--- config.mk ---
export PLATFORM = sky130hd
export DESIGN_NAME = output_polarity_clock_detect_regs
export DESIGN_NICKNAME = d
export VERILOG_FILES = /design/src/verilog/polarity_detect_pkg.sv /design/src/verilog/output_polarity_clock_detect_regs.sv
export SDC_FILE = /design/constraint.sdc
export NUM_CORES = 1
export LEC_CHECK = 0
export BUFFER_PORTS_ARGS = -buffer_cell sky130_fd_sc_hd__buf_2
export CAP_MARGIN = 5
export CELL_PAD_IN_SITES_DETAIL_PLACEMENT = 0
export CELL_PAD_IN_SITES_GLOBAL_PLACEMENT = 1
export CORE_ASPECT_RATIO = 1.1
export CORE_MARGIN = 2
export CORE_UTILIZATION = 37
export DETAILED_ROUTE_END_ITERATION = 7
export PLACE_DENSITY = 0.8
export SYNTH_ARGS = -nofsm -noshare
export SYNTH_HDL_FRONTEND = slang
export SYNTH_SLANG_ARGS = --single-unit
--- constraint.sdc ---
create_clock -name core_clk -period 2.7 [get_ports core_clk]
set_input_delay 0.27 -clock core_clk [delete_from_list [all_inputs] [get_ports core_clk]]
set_output_delay 0.27 -clock core_clk [all_outputs]
set_load 0.02 [all_outputs]
--- src/verilog/polarity_detect_pkg.sv ---
// Constants for the output polarity, identification and clock detect registers
package polarity_detect_pkg;
  localparam logic [7:0] polarity_offset = 8'h57;
  localparam logic [7:0] identification_offset = 8'h58;
  localparam logic [7:0] detect_offset = 8'h5B;
  localparam logic [7:0] polarity_reset = 8'h00;
  localparam logic [7:0] detect_reset = 8'h00;
  localparam logic [7:0] read_zero = 8'h00;
  // Arbitrary neutral identification value
  localparam logic [7:0] chip_identification_value = 8'h5A;
  localparam int second_pin_invert_bit = 5;
  localparam int mute_invert_bit = 4;
  localparam int first_pin_invert_bit = 3;
  localparam int rate_field_msb = 6;
  localparam int rate_field_lsb = 4;
  localparam int ratio_field_msb = 3;
  localparam int ratio_field_lsb = 0;
  localparam logic [2:0] rate_error = 3'h0;
  localparam logic [2:0] rate_8k = 3'h1;
  localparam logic [2:0] rate_16k = 3'h2;
  localparam logic [2:0] rate_32_48k = 3'h3;
  localparam logic [2:0] rate_88_96k = 3'h4;
  localparam logic [2:0] rate_176_192k = 3'h5;
  localparam logic [2:0] rate_384k = 3'h6;
  localparam logic [3:0] ratio_error = 4'h0;
  localparam logic [3:0] ratio_max_code = 4'hE;
  // Least ratio, as a multiple of the sample rate, that leaves enough processor cycles with the PLL off
  localparam logic [11:0] min_ratio_without_pll = 12'h100;
endpackage

--- src/verilog/output_polarity_clock_detect_regs.sv ---
// Output polarity register, identification register and detected clock status register
`timescale 1ns/100ps
// Operation
// RULE1: Bit 5 inverts second general pin output
// RULE2: Bit 4 inverts mute pin output
// RULE3: Bit 3 inverts first general pin output
// RULE4: Read-only fixed identification register, writes ignored
// RULE5: Bits 6-4 report detected sampling rate code
// RULE6: Bits 3-0 report ratio, 0000 not permitted
// RULE7: Clock error on incompatible ratio and rate
// RULE8: Source must give enough ratio without PLL
// RULE9: Source keeps master clock below 50 MHz
// RULE10: Ratio codes 1 to 14 map 32..3072
// RULE11: Status fields track detector, reads side-effect free
module output_polarity_clock_detect_regs (
  input wire logic core_clk,
  input wire logic reset_n,
  // Register strobe port fed by the control interface
  input wire logic [7:0] reg_addr,
  input wire logic [7:0] reg_wdata,
  input wire logic reg_write,
  input wire logic reg_read,
  output logic [7:0] reg_rdata,
  // Selected pin sources and the pin levels after polarity
  input wire logic first_pin_source,
  input wire logic second_pin_source,
  input wire logic mute_source,
  output logic first_general_pin,
  output logic second_general_pin,
  output logic mute_pin,
  // Clock detector results
  input wire logic [2:0] rate_detect_in,
  input wire logic [3:0] ratio_detect_in,
  input wire logic pll_enabled,
  input wire logic mclk_over_limit,
  output logic clock_error
);
  logic [7:0] output_polarity_control;
  logic [2:0] detected_sample_rate_field;
  logic [3:0] detected_clock_ratio_field;
  logic [2:0] next_rate;
  logic [3:0] next_ratio;
  logic next_clock_error;
  logic [7:0] next_rdata;

  // Master clock multiple of the sample rate for a ratio code
  function automatic logic [11:0] ratio_multiple(input logic [3:0] code);
    unique case (code)
      4'h1: ratio_multiple = 12'h020;
      4'h2: ratio_multiple = 12'h030;
      4'h3: ratio_multiple = 12'h040;
      4'h4: ratio_multiple = 12'h080;
      4'h5: ratio_multiple = 12'h0C0;
      4'h6: ratio_multiple = 12'h100;
      4'h7: ratio_multiple = 12'h180;
      4'h8: ratio_multiple = 12'h200;
      4'h9: ratio_multiple = 12'h300;
      4'hA: ratio_multiple = 12'h400;
      4'hB: ratio_multiple = 12'h480;
      4'hC: ratio_multiple = 12'h600;
      4'hD: ratio_multiple = 12'h800;
      4'hE: ratio_multiple = 12'hC00;
      default: ratio_multiple = 12'h000;
    endcase
  endfunction

  // Polarity register; reserved bits are kept as written
  always_ff @(posedge core_clk) begin
    if (!reset_n) begin
      output_polarity_control <= polarity_detect_pkg::polarity_reset;
    end else if (reg_write && reg_addr == polarity_detect_pkg::polarity_offset) begin
      output_polarity_control <= reg_wdata;
    end
  end

  // Pin drivers with selectable inversion
  always_ff @(posedge core_clk) begin
    if (!reset_n) begin
      first_general_pin <= 1'b0;
      second_general_pin <= 1'b0;
      mute_pin <= 1'b0;
    end else begin
      second_general_pin <= second_pin_source ^ output_polarity_control[polarity_detect_pkg::second_pin_invert_bit]; // [RULE1]
      mute_pin <= mute_source ^ output_polarity_control[polarity_detect_pkg::mute_invert_bit]; // [RULE2]
      first_general_pin <= first_pin_source ^ output_polarity_control[polarity_detect_pkg::first_pin_invert_bit]; // [RULE3]
    end
  end

  // Illegal detector codes are reported as the error codes
  // Without the PLL a low ratio leaves too few processor cycles, so it is an error
  always_comb begin
    next_rate = (rate_detect_in > polarity_detect_pkg::rate_384k) ?
      polarity_detect_pkg::rate_error : rate_detect_in; // [RULE5]
    next_ratio = (ratio_detect_in > polarity_detect_pkg::ratio_max_code) ?
      polarity_detect_pkg::ratio_error : ratio_detect_in; // [RULE6] [RULE10]
    next_clock_error = (next_rate == polarity_detect_pkg::rate_error) ||
      (next_ratio == polarity_detect_pkg::ratio_error) || mclk_over_limit || // [RULE9]
      (!pll_enabled && ratio_multiple(next_ratio) < polarity_detect_pkg::min_ratio_without_pll); // [RULE7] [RULE8]
  end

  // Status follows the detector every cycle, independent of reads
  always_ff @(posedge core_clk) begin
    if (!reset_n) begin
      detected_sample_rate_field <= polarity_detect_pkg::rate_error;
      detected_clock_ratio_field <= polarity_detect_pkg::ratio_error;
      clock_error <= 1'b0;
    end else begin
      detected_sample_rate_field <= next_rate; // [RULE11]
      detected_clock_ratio_field <= next_ratio; // [RULE11]
      clock_error <= next_clock_error; // [RULE7]
    end
  end

  // Read mux; reserved status bit and unmapped addresses read as zero
  always_comb begin
    next_rdata = polarity_detect_pkg::read_zero;
    unique case (reg_addr)
      polarity_detect_pkg::polarity_offset: next_rdata = output_polarity_control;
      polarity_detect_pkg::identification_offset: next_rdata = polarity_detect_pkg::chip_identification_value; // [RULE4]
      polarity_detect_pkg::detect_offset: begin
        next_rdata[polarity_detect_pkg::rate_field_msb:polarity_detect_pkg::rate_field_lsb] =
          detected_sample_rate_field; // [RULE5]
        next_rdata[polarity_detect_pkg::ratio_field_msb:polarity_detect_pkg::ratio_field_lsb] =
          detected_clock_ratio_field; // [RULE6]
      end
      default: next_rdata = polarity_detect_pkg::read_zero;
    endcase
  end

  // Read data is held until the next read
  always_ff @(posedge core_clk) begin
    if (!reset_n) begin
      reg_rdata <= polarity_detect_pkg::read_zero;
    end else if (reg_read) begin
      reg_rdata <= next_rdata;
    end
  end
endmodule // output_polarity_clock_detect_regs

==> flow_summary_export.csv <==
group,metric,value,unit
status,status,"completed",
cells_and_area,post-route-util,0.466,
run,maxCapViolations,0,
logic_synthesis,synthMuxAreaShare,0,
timing,maxSlewViolCount,0,
logic_synthesis,synth_top_family_by_area,"compound AO/OA/AOI/OAI gates",
timing,grt_setup_unrepaired,"false",
route,post_drt_via_cell_ratio,5.24,
timing,tightest_slew,462,ps
cells_and_area,final_nets,205,
route,antenna_left,0,
logic_synthesis,synth-compound-area-share,0.242,
logic_synthesis,synth_fa_ha_area_frac,0.0105,
logic_synthesis,postSynthCellCount,130,
floorplanning,die_x,58.2,microns
critical_path,path_buf_inv,1,
logic_synthesis,ys_async_sr_fraction,0,
critical_path,reg2regPathDepth,3,
global_routing,grt-ovfl-total,0,
cts,cts-resized-gates,0,
logic_synthesis,ys_types,37,
hold_path,min_delay_path_depth,2,
logic_synthesis,synth_edf_count,0,
logic_synthesis,synth_fp_nets,163,
route,routedWlPerCell,12.2,microns
floorplanning,num_rows,21,
logic_synthesis,synthFlopType,"dfxtp_1",
cells_and_area,num_antenna_cells,0,
critical_path,worstSetupPathType,"flop to output port",
logic_synthesis,syn_avg_cell_area,9.18,sq um
power_and_ir_drop,leakagePower,0.632,nW
route,drt_iter0_markers,6,
logic_synthesis,synth_top_cell_area_share,0.453,
power_and_ir_drop,p_per_area,470,nW/um^2
timing,period_needed,1130,ps
cts,clockBufferDepth,2,
logic_synthesis,ys_ff_latch,27,
logic_synthesis,yosysTopAreaCell,"dfxtp_1",
floorplanning,placeableCoreArea,3070,sq um
logic_synthesis,ys.warnings.count,0,
hold_path,hold_start,"rate_detect_in[2]",
critical_path,cp-start-kind,"flop",
timing,finalHoldViolCount,0,
cts,clkTransAtPathRegs,160,ps
floorplanning,ios,44,
place,gp_congestion,0.822,
floorplanning,dieArea,3700,sq um
global_routing,antenna_found_initial,0,
critical_path,max_stage_delay,370,ps
timing,setup-tns-final,0,ps
critical_path,worst_r2r_endpoint,"reg_rdata[6]",
hold_path,min_to,"detected_sample_rate_field[0]",
cts,holdBufCountCts,0,
cts,cts_tree,"yes",
critical_path,cpLargestDelayFamily,"flip-flops",
floorplanning,die_h,63.6,microns
critical_path,cp_slowest_cell,"dfxtp_1",
timing,max_freq,886,MHz
global_routing,grt_max_degree,24,
logic_synthesis,yosysSeqAreaShare,0.453,
cts,cts.sinks,27,
place,dp_hpwl,1990,microns
critical_path,crit_fanout,2,
place,portBuffers,43,
cts,clkLatencyLatePin,330,ps
logic_synthesis,synthTopCellsByArea,"dfxtp_1, nand2_1, a21boi_1",
cts,numCtsBuffers,3,
critical_path,crit_path_end_kind,"output port",
critical_path,required,2430,ps
global_routing,grt_use_total,0.143,
timing,finalSetupViolations,0,
critical_path,r2r_setup_slack,1780,ps
route,drcViolationCount,0,
route,drtPass1Iterations,4,
logic_synthesis,ys_top_cells_by_count,"dfxtp_1, nand2_1, a21boi_1, nand3_1",
global_routing,grt_pass1_wl,4130,microns
route,wl,2510,microns
cts,post_cts_buffers,0,
hold_path,hp-class,"primary input to flop",
critical_path,cp_cell_sequence,"buf_2",
logic_synthesis,syn_area,1190,sq um
route,num_vias,1075,
timing,fin_crit_sh,0.418,
logic_synthesis,yosys.area_share.xor_xnor,0.0220,
cells_and_area,drive_gt1_frac,0.322,
logic_synthesis,yosys.area_share.simple,0.224,
timing,slew_headroom,0.691,
logic_synthesis,synth_most_common_cell,"dfxtp_1",
cts,root_buffer,"clkbuf_4",
critical_path,cp.arrival,860,ps
cts,h-tree-depth,1,
global_routing,grt_pass1_vias,995,
critical_path,r2r-start,"output_polarity_control[6]",
floorplanning,start_util,0.388,
cells_and_area,syn_to_final_growth,20.0,%
power_and_ir_drop,ir_drop,0.247,mV
timing,skew,14.1,ps
power by group:
part           switching (mW)  internal, mW
Clock                   0.123        0.0603
Sequential            0.00293         0.408
Combinational          0.0428        0.0366
Total                   0.168         0.505
sequential cells by signal (all words and copies together) (netlist names):
| name | count |
|---|---|
| mute_pin | 1 |
| detected_clock_ratio_field | 4 |
| detected_sample_rate_field | 3 |
| output_polarity_control | 8 |
| reg_rdata | 8 |
| second_general_pin | 1 |
| first_general_pin | 1 |
| clock_error | 1 |
area by class of cell:
type	instances	area, sq um
clock buffers	3	22.5
clock inverters	1	8.76
fillers	329	1640
inverters	2	7.51
multi-input cells	95	596
flip-flops and latches	27	541
well taps	34	42.5
repair buffers	43	215
routing by layer:
metal,up-vias,share of wire,GRT usage
met5,-,0,0
li1,544,-,-
met3,4,0.051,0.0287
met2,24,0.52,0.259
met4,0,0.014,0.0523
met1,503,0.42,0.162
worst max-delay path by stage:
stage | from | endpoint | slack (ps) | depth (start not counted)
final | reg_rdata[3] | reg_rdata[3] | 1570 | 1
after global routing | reg_rdata[3] | reg_rdata[3] | 1510 | 1
after CTS | reg_rdata[3] | reg_rdata[3] | 1560 | 1
after detailed placement | ratio_detect_in[0] | clock_error | 1270 | 6
after global placement | ratio_detect_in[0] | clock_error | 1310 | 6
after floorplan | ratio_detect_in[0] | clock_error | 1480 | 5
cell usage in the layout, fill, tap and decap left out, drive strengths merged, types with 2 or more instances in the layout:
master  synthesis  layout
xor2            3       3
and3            2       2
a21o            3       3
nand3           9       9
nor2b           3       3
dfxtp          27      27
nand2          22      22
a31oi           2       2
nor3            2       2
nand4           2       2
a21oi           6       6
buf             4      43
a22oi           7       7
inv             2       3
and2            5       5
o21ai           8       8
clkbuf          2       3
a21boi          9       9
nor2            2       2
cells by family after synthesis:
family / count (synthesis)
AOI/OAI and AO/OA: 40
xor gates and xnor gates: 3
buffers and inverters: 8
DFF: 27
adders and majority gates: 1
and+or+nand+nor: 51
per-stage QoR:
step	cells	worst slack [ps]	power [mW]	cell area, sq um	hold WS [ps]
floorplan	130	1480	0.463	1190	357
global placement	201	1310	0.497	1400	436
detailed placement	201	1270	0.500	1400	442
CTS	205	1560	0.680	1430	141
global route	205	1510	0.708	1430	122
finish	205	1570	0.674	1430	147
Power figures use the tool's default switching activity.
